--- config.mk ---
export PLATFORM = sky130hd
export DESIGN_NAME = pot_host_ctrl
export DESIGN_NICKNAME = d
export VERILOG_FILES = /design/src/core/pot_host_ctrl.v /design/src/core/pot_sync2.v /design/src/core/pot_tick.v
export VERILOG_INCLUDE_DIRS = /design/src /design/src/core
export SDC_FILE = /design/constraint.sdc
export NUM_CORES = 1
export LEC_CHECK = 0
export BUFFER_PORTS_ARGS = -buffer_cell sky130_fd_sc_hd__buf_2
export CAP_MARGIN = 25
export CELL_PAD_IN_SITES_DETAIL_PLACEMENT = 2
export CELL_PAD_IN_SITES_GLOBAL_PLACEMENT = 2
export CORE_UTILIZATION = 31
export CTS_BUF_LIST = sky130_fd_sc_hd__clkbuf_8
export CTS_CLUSTER_DIAMETER = 200
export DETAILED_ROUTE_END_ITERATION = 8
export PLACE_DENSITY = 0.83
export SYNTH_ARGS = -nofsm -noshare
export SYNTH_HDL_FRONTEND = slang
export SYNTH_SLANG_ARGS = --single-unit
--- constraint.sdc ---
create_clock -name CLK_SYS -period 1.7 [get_ports CLK_SYS]
set_clock_uncertainty 0.05 [all_clocks]
set_input_delay 0.255 -clock CLK_SYS [delete_from_list [all_inputs] [get_ports CLK_SYS]]
set_output_delay 0.255 -clock CLK_SYS [all_outputs]
set_load 0.005 [all_outputs]
--- src/core/pot_host_consts.vh ---
`ifndef POT_HOST_CONSTS_VH
`define POT_HOST_CONSTS_VH
// register byte offsets
`define OFS_CTRL 8'h00
`define OFS_TXDATA 8'h04
`define OFS_STATUS 8'h08
// control register fields
`define CTRL_STRAP_LSB 0
`define CTRL_LEN_LSB 4
`define CTRL_READ_BIT 6
`define CTRL_GO_BIT 7
`define CTRL_WP_N_BIT 8
`define CTRL_RESET 9'h130
// status register fields
`define STAT_BUSY_BIT 0
`define STAT_NACK_BIT 1
`define STAT_DONE_BIT 2
`define STAT_READY_BIT 3
`define STAT_RX_LSB 8
// timing figures
`define CLK_NS 8
`define PHASE_NS 650
`define PWRUP_US 1000
`endif

--- src/core/pot_host_ctrl.v ---
`include "pot_host_consts.vh"
module pot_host_ctrl #(
  parameter PWRUP_CYCLES = (`PWRUP_US * 1000 + `CLK_NS - 1) / `CLK_NS,
  parameter [3:0] TYPE_CODE = 4'ha // arbitrary value, set per system
) (
  input wire CLK_SYS,
  input wire RST_N,
  input wire [7:0] WB_ADR_I,
  input wire [31:0] WB_DAT_I,
  output reg [31:0] WB_DAT_O,
  input wire WB_WE_I,
  input wire [3:0] WB_SEL_I,
  input wire WB_CYC_I,
  input wire WB_STB_I,
  output reg WB_ACK_O,
  input wire SCL_I,
  output reg SCL_O,
  output reg SCL_OE_N,
  input wire SDA_I,
  output reg SDA_O,
  output reg SDA_OE_N,
  output reg WP_N
);
  localparam PHASE_CYC = (`PHASE_NS + `CLK_NS - 1) / `CLK_NS;
  localparam [8:0] CTRL_RST = `CTRL_RESET;
  localparam [4:0] S_IDLE = 5'b00001;
  localparam [4:0] S_START = 5'b00010;
  localparam [4:0] S_BIT = 5'b00100;
  localparam [4:0] S_STOP = 5'b01000;
  localparam [4:0] S_BUF = 5'b10000;

  reg [4:0] state;
  reg [1:0] phase;
  reg [3:0] bitcnt;
  reg [1:0] byte_idx;
  reg [7:0] shift;
  reg [3:0] strap;
  reg [1:0] len;
  reg rd;
  reg [7:0] instr;
  reg [7:0] wdata;
  reg [7:0] rxdata;
  reg pend;
  reg busy;
  reg nack;
  reg done;
  reg ready;
  reg [16:0] pwr_cnt;
  reg [31:0] ctrl_word;
  reg [31:0] status_word;
  wire tick;
  wire [1:0] pins_s;
  wire scl_s = pins_s[1];
  wire sda_s = pins_s[0];
  wire rx_byte = rd && (byte_idx == 2'd2);
  wire last_byte = (byte_idx == len - 2'd1);
  wire sel = WB_CYC_I && WB_STB_I && !WB_ACK_O;
  // writes land at the edge where the master samples ack, never earlier
  wire wr = WB_CYC_I && WB_STB_I && WB_WE_I && WB_ACK_O;

  // which register an address names; used by read and write paths
  function [1:0] reg_of;
    input [7:0] a;
    begin
      case (a)
        `OFS_CTRL: reg_of = 2'd1;
        `OFS_TXDATA: reg_of = 2'd2;
        `OFS_STATUS: reg_of = 2'd3;
        default: reg_of = 2'd0;
      endcase
    end
  endfunction

  // level that the master pulls for this bit: 1 means pull low
  function pull_low;
    input is_rx;
    input [3:0] b;
    input [7:0] sh;
    input last;
    begin
      if (is_rx)
        pull_low = (b == 4'd8) && !last;
      else
        pull_low = (b != 4'd8) && !sh[7];
    end
  endfunction

  ////////////////////////////////////////////////////////////////////////
  pot_sync2 #(.W(2)) u_sync (
    .clk(CLK_SYS),
    .rst_n(RST_N),
    .d({SCL_I, SDA_I}),
    .q(pins_s)
  );

  pot_tick #(.N(PHASE_CYC), .W(8)) u_tick (
    .clk(CLK_SYS),
    .rst_n(RST_N),
    .run(state != S_IDLE),
    .tick(tick)
  );

  ////////////////////////////////////////////////////////////////////////
  // power-up hold-off before the first transfer
  always @(posedge CLK_SYS) begin
    if (!RST_N) begin
      pwr_cnt <= 17'h00000;
      ready <= 1'b0;
    end else if (!ready) begin
      if (pwr_cnt == PWRUP_CYCLES[16:0] - 17'h00001)
        ready <= 1'b1;
      else
        pwr_cnt <= pwr_cnt + 17'h00001;
    end
  end

  ////////////////////////////////////////////////////////////////////////
  // control and status words as software sees them; go reads as zero
  always @* begin
    ctrl_word = 32'h00000000;
    ctrl_word[`CTRL_STRAP_LSB +: 4] = strap;
    ctrl_word[`CTRL_LEN_LSB +: 2] = len;
    ctrl_word[`CTRL_READ_BIT] = rd;
    ctrl_word[`CTRL_WP_N_BIT] = WP_N;
    status_word = 32'h00000000;
    status_word[`STAT_BUSY_BIT] = busy;
    status_word[`STAT_NACK_BIT] = nack;
    status_word[`STAT_DONE_BIT] = done;
    status_word[`STAT_READY_BIT] = ready;
    status_word[`STAT_RX_LSB +: 8] = rxdata;
  end

  ////////////////////////////////////////////////////////////////////////
  // wishbone slave: ack one cycle after the strobe, unmapped reads zero
  always @(posedge CLK_SYS) begin
    if (!RST_N) begin
      WB_ACK_O <= 1'b0;
      WB_DAT_O <= 32'h00000000;
      strap <= CTRL_RST[3:0];
      len <= CTRL_RST[5:4];
      rd <= CTRL_RST[6];
      WP_N <= CTRL_RST[8];
      instr <= 8'h00;
      wdata <= 8'h00;
    end else begin
      WB_ACK_O <= sel;
      WB_DAT_O <= 32'h00000000;
      if (sel && !WB_WE_I) begin
        case (reg_of(WB_ADR_I))
          2'd1: WB_DAT_O <= ctrl_word;
          2'd2: WB_DAT_O <= {16'h0000, instr, wdata};
          2'd3: WB_DAT_O <= status_word;
          default: WB_DAT_O <= 32'h00000000;
        endcase
      end
      // settings other than WP_N are frozen while a transfer runs
      if (wr && reg_of(WB_ADR_I) == 2'd1) begin
        if (WB_SEL_I[1])
          WP_N <= WB_DAT_I[`CTRL_WP_N_BIT];
        if (WB_SEL_I[0] && !busy && !pend) begin
          strap <= WB_DAT_I[3:0];
          len <= (WB_DAT_I[5:4] == 2'd0) ? 2'd1 : WB_DAT_I[5:4];
          rd <= WB_DAT_I[`CTRL_READ_BIT];
        end
      end
      if (wr && reg_of(WB_ADR_I) == 2'd2 && !busy && !pend) begin
        if (WB_SEL_I[1])
          instr <= WB_DAT_I[15:8];
        if (WB_SEL_I[0])
          wdata <= WB_DAT_I[7:0];
      end
    end
  end

  ////////////////////////////////////////////////////////////////////////
  // two-wire engine: four phases per bit, clock low for two, high for two
  always @(posedge CLK_SYS) begin
    if (!RST_N) begin
      state <= S_IDLE;
      phase <= 2'd0;
      bitcnt <= 4'd0;
      byte_idx <= 2'd0;
      shift <= 8'h00;
      rxdata <= 8'h00;
      pend <= 1'b0;
      busy <= 1'b0;
      nack <= 1'b0;
      done <= 1'b0;
      SCL_O <= 1'b0;
      SDA_O <= 1'b0;
      SCL_OE_N <= 1'b1;
      SDA_OE_N <= 1'b1;
    end else begin
      SCL_O <= 1'b0; // open drain: only ever pulled low
      SDA_O <= 1'b0;
      if (wr && reg_of(WB_ADR_I) == 2'd1 && WB_SEL_I[0]
          && WB_DAT_I[`CTRL_GO_BIT] && !busy)
        pend <= 1'b1;
      if (tick)
        phase <= phase + 2'd1;
      case (state)
        S_IDLE: begin
          // launch only on an idle bus after the power-up wait
          if (pend && ready && scl_s && sda_s) begin
            pend <= 1'b0;
            busy <= 1'b1;
            nack <= 1'b0;
            done <= 1'b0;
            phase <= 2'd0;
            bitcnt <= 4'd0;
            byte_idx <= 2'd0;
            shift <= {TYPE_CODE, strap};
            state <= S_START;
          end
        end
        S_START: begin
          if (tick && phase == 2'd1)
            SDA_OE_N <= 1'b0; // falls with clock high
          if (tick && phase == 2'd3) begin
            SCL_OE_N <= 1'b0;
            state <= S_BIT;
          end
        end
        S_BIT: begin
          // data set in the low half only
          if (tick && phase == 2'd0)
            SDA_OE_N <= !pull_low(rx_byte, bitcnt, shift, last_byte);
          if (tick && phase == 2'd1)
            SCL_OE_N <= 1'b1;
          if (tick && phase == 2'd3) begin
            SCL_OE_N <= 1'b0;
            if (bitcnt != 4'd8) begin
              shift <= {shift[6:0], sda_s};
              bitcnt <= bitcnt + 4'd1;
            end else begin
              bitcnt <= 4'd0;
              if (rx_byte)
                rxdata <= shift;
              if (!rx_byte && sda_s) begin
                // no ack: busy programming, protected or absent
                nack <= 1'b1;
                state <= S_STOP;
              end else if (last_byte) begin
                state <= S_STOP;
              end else begin
                byte_idx <= byte_idx + 2'd1;
                shift <= (byte_idx == 2'd0) ? instr : wdata;
              end
            end
          end
        end
        S_STOP: begin
          if (tick && phase == 2'd0)
            SDA_OE_N <= 1'b0;
          if (tick && phase == 2'd1)
            SCL_OE_N <= 1'b1;
          if (tick && phase == 2'd3) begin
            SDA_OE_N <= 1'b1; // rises with clock high
            state <= S_BUF;
          end
        end
        S_BUF: begin
          // bus free time before the next start
          if (tick && phase == 2'd3) begin
            busy <= 1'b0;
            done <= 1'b1;
            state <= S_IDLE;
          end
        end
        default: begin
          state <= S_IDLE;
          SCL_OE_N <= 1'b1;
          SDA_OE_N <= 1'b1;
        end
      endcase
    end
  end
endmodule // pot_host_ctrl

--- src/core/pot_sync2.v ---
// two-flop synchroniser for pin inputs, idle high
module pot_sync2 #(
  parameter W = 2
) (
  input wire clk,
  input wire rst_n,
  input wire [W-1:0] d,
  output reg [W-1:0] q
);
  reg [W-1:0] meta;

  // first stage feeds only the second stage
  always @(posedge clk) begin
    if (!rst_n) begin
      meta <= {W{1'b1}};
      q <= {W{1'b1}};
    end else begin
      meta <= d;
      q <= meta;
    end
  end
endmodule // pot_sync2

--- src/core/pot_tick.v ---
// divider: one-cycle tick every N cycles while run is high
module pot_tick #(
  parameter N = 82,
  parameter W = 8
) (
  input wire clk,
  input wire rst_n,
  input wire run,
  output reg tick
);
  reg [W-1:0] cnt;

  // restart from zero whenever the engine is idle
  always @(posedge clk) begin
    if (!rst_n || !run) begin
      cnt <= {W{1'b0}};
      tick <= 1'b0;
    end else if (cnt == N[W-1:0] - 1'b1) begin
      cnt <= {W{1'b0}};
      tick <= 1'b1;
    end else begin
      cnt <= cnt + 1'b1;
      tick <= 1'b0;
    end
  end
endmodule // pot_tick

==> results.py <==
metrics = {
    "timing": {
        "fin_setup_tns_ns": -3.75,
        "setup_repair_after_global_routing_missed_its_margin": "true",
        "timing.final.hold_violations": 0,
        "timing_max_transition_violations_final": 0,
        "post-route-worst-setup-slack_ns": -0.353,
        "clock.fmax_ghz": 0.487,
        "report.final.setup_viol": 40,
        "period_minus_slack_ns": 2.05,
        "timing.final.crit_share_pct": 121,
    },
    "clock_tree": {
        "htree_levels": 3,
        "tritoncts": "built",
        "worst_skew_pair.late_latency_ns": 0.42,
        "clkTransAtPathRegs_ns": 0.12,
        "cts_made_buffers": 9,
        "cts_sinks": 107,
        "cts_max_path_buffers": 2,
        "cts_root_buffer": "clkbuf_8",
    },
    "die": {
        "boundaryPins": 89,
        "die-height_um": 129,
        "die_x_um": 129,
        "coreArea_um2": 15800,
        "initial_core_util_pct": 31.7,
        "floorplan.die_area_um2": 16700,
        "row_count": 46,
    },
    "yosys": {
        "synthCells": 569,
        "ys.warnings.count": 0,
        "synth_edf_count": 0,
        "synth_seq_cells": 107,
        "asyncSetResetFlopFracSynth_pct": 0,
        "post_synth.cell_area_avg_um2": 8.80,
        "dominantRegCellSynth": "dfxtp_1",
        "post_synthesis_instance_area_um2": 5010,
        "synth-seq-area-share_pct": 42.8,
        "post_synth_num_cell_types": 53,
    },
    "drt": {
        "maxUsedRoutingLayer": "met4",
        "ant_nets": 0,
        "m1WireLength_mm": 8.58,
        "met2RoutedLength_mm": 12.0,
        "dr.pass1.iters": 5,
        "vias_per_cell": 5.30,
        "detail_route.iter0.violations": 200,
        "route.final.wire_length_mm": 22.7,
        "met3RoutedLength_um": 941,
        "route.vias.total": 4879,
        "detail_route.wl_per_cell_um": 24.7,
        "drt_drc_violations_left": 0,
    },
    "status": {
        "outcome": "complete, but fails checks",
        "failing_checks": "setup timing",
    },
    "worst_setup_path": {
        "top_cell_family_by_delay_on_the_critical_path": "compound AO/OA/AOI/OAI gates",
        "timing.critical_path.slowest_stage_cell": "dfxtp_2",
        "worst_r2r_path_depth": 7,
        "worstReg2RegStart": "phase[0]",
        "worst_path_largest_cell_delay_ns": 0.36,
        "crit_path_start_kind": "register",
        "worst-setup-path-type": "register to register",
        "path_buf_inv": 0,
        "cp_data_arrival_time_ns": 2.33,
        "path_cells": "ha_4 -> a21oi_1 -> a32oi_2 -> nor3_1 -> o221ai_1 -> o21ai_1 -> mux2i_1",
        "crit_fanout": 4,
        "crit_required_ns": 1.98,
        "ff2ff_setup_slack_ns": -0.35,
        "worstReg2RegEnd": "SDA_OE_N",
        "crit_path_start": "phase[0]",
        "setup.worst_path.end_class": "register",
    },
    "power": {
        "p_per_area_nw_per_um2": 628,
        "cellLeakagePower_nw": 2.88,
        "finalPower_w": 0.00434,
        "worst_ir_drop_vdd_v": 0.000325,
    },
    "global_routing": {
        "grt_pass1_wl_mm": 27.8,
        "grt_max_degree": 26,
        "groute.usage.overall_pct": 22.1,
        "grt.overflow.total": 0,
        "number_of_global_route_vias_before_repair": 5040,
        "grt_antenna_before_repair": 0,
    },
    "cells_and_area": {
        "fillCellCount": 1729,
        "n_antenna_cell": 0,
        "flow.area_growth_from_synthesis_pct": 38.0,
        "drive_above_1_share_pct": 37.2,
        "final_core_util_pct": 43.7,
        "layout_commonest_cell": "nor2_1",
        "layout.cells.most_common_list": "nor2_1 (88), dfxtp_1 (84), buf_4 (73)",
        "fin_nets": 760,
    },
    "job": {
        "cap_viol_max_count": 0,
    },
    "placement": {
        "gp_congestion": 0.876,
        "io_buffers": 52,
        "preCtsSetupSlack_ns": -0.333,
        "post-dp-hpwl_mm": 12.1,
    },
    "min_path": {
        "min_to": "instr[4]",
        "hold-path-cell-count": 3,
        "hold_start": "WB_DAT_I[12]",
        "hp-class": "primary input to register",
    },
}
## sequential cells by signal, indices dropped and copies added (netlist names), 2 cells and up
name and count:
instr 8, WB_DAT_O 16, u_tick.cnt 8, shift 8
pwr_cnt 17, len 2, rxdata 8, state 5
phase 2, u_sync.q 2, wdata 8, u_sync.meta 2
bitcnt 4, byte_idx 2, strap 4
## Yosys cell counts (3+ instances only)
master | instances | share of area [%]
a211oi_1 | 3 | 0.45
a21oi_1 | 27 | 2.7
a22oi_1 | 8 | 1.2
a31oi_1 | 3 | 0.37
and2_1 | 7 | 0.87
and3_1 | 7 | 0.87
and4_1 | 4 | 0.70
buf_1 | 3 | 0.22
buf_2 | 4 | 0.40
buf_4 | 18 | 2.7
clkbuf_1 | 23 | 1.7
dfxtp_1 | 107 | 43
ha_1 | 10 | 2.5
inv_1 | 9 | 0.67
mux2i_1 | 55 | 11
nand2_1 | 37 | 2.8
nand2b_1 | 9 | 1.1
nand3_1 | 27 | 2.7
nand3b_1 | 4 | 0.60
nand4_1 | 5 | 0.62
nand4b_1 | 3 | 0.52
nor2_1 | 92 | 6.9
nor2_4 | 3 | 0.67
nor2b_1 | 4 | 0.50
nor3_1 | 9 | 0.90
nor3b_1 | 4 | 0.60
nor4b_1 | 4 | 0.70
o211ai_1 | 4 | 0.60
o21ai_0 | 15 | 1.5
o21ai_1 | 10 | 1.0
xnor2_1 | 9 | 1.6
xor2_1 | 15 | 2.6
## worst min-delay path: stages
cell	delay (ns)
buf_2	0.08
mux2i_1	0.06
nor2_1	0.07
## cell families after synthesis
group	share of synthesized area [%]
AOI/OAI and AO/OA	9.62
adders and majority gates	2.50
DFF	42.8
and+or+nand+nor	24.1
buffers and inverters	5.79
muxes	11.0
other	0.0749
xor gates and xnor gates	4.20
## report_power, final
part	total (W)	switching [W]	internal (W)
registers	0.00252	0.0000122	0.00251
logic	0.000218	0.000138	0.0000796
clock network	0.00160	0.00104	0.000559
## routing by layer
layer | global-route usage, % | vias to the layer above
li1 | - | 2187
met1 | 25.1 | 2450
met2 | 41.4 | 164
met3 | 3.88 | 78
met4 | 7.40 | 0
met5 | 0 | -
## metrics by stage
step                std cells  hold slack, ns  area, um^2
floorplan                 586           0.306        5080
global placement          870           0.365        5870
detailed placement        870           0.373        5870
CTS                       899          0.0270        6340
global route              920          0.0380        6910
finish                    920          0.0248        6910
## area by class of cell
type                            instances  area, um^2  share of cell area, %
Multi-Input combinational cell        421        3080                   44.6
Sequential cell                       107        2190                   31.6
Timing Repair Buffer                  150        1150                   16.6
Tap cell                              216         270                   3.91
Clock buffer                            9         124                   1.79
Clock inverter                          7        61.3                  0.887
Inverter                               10        40.0                  0.579
## worst max-delay path by stage
| stage | endpoint | slack [ns] | cells after the start |
|---|---|---|---|
| after detailed placement | shift[7] | -0.33 | 8 |
| after CTS | bitcnt[0] | -0.01 | 6 |
| after global placement | len[0] | -0.14 | 8 |
| final | SDA_OE_N | -0.35 | 7 |
| after global routing | SDA_OE_N | -0.33 | 7 |
| after floorplan | rxdata[0] | -0.06 | 6 |
## timing repair
item | in CTS | in global routing
gates cloned | 0 | 2
setup buffers | 11 | 19
gates resized for setup | 41 | 102
setup endpoints to repair | 35 | 44
hold buffers | 2 | 0
pin swaps | 9 | 32
endpoints found under the hold margin | 2 | 0
No activity file was read; power rests on OpenSTA's default activity.
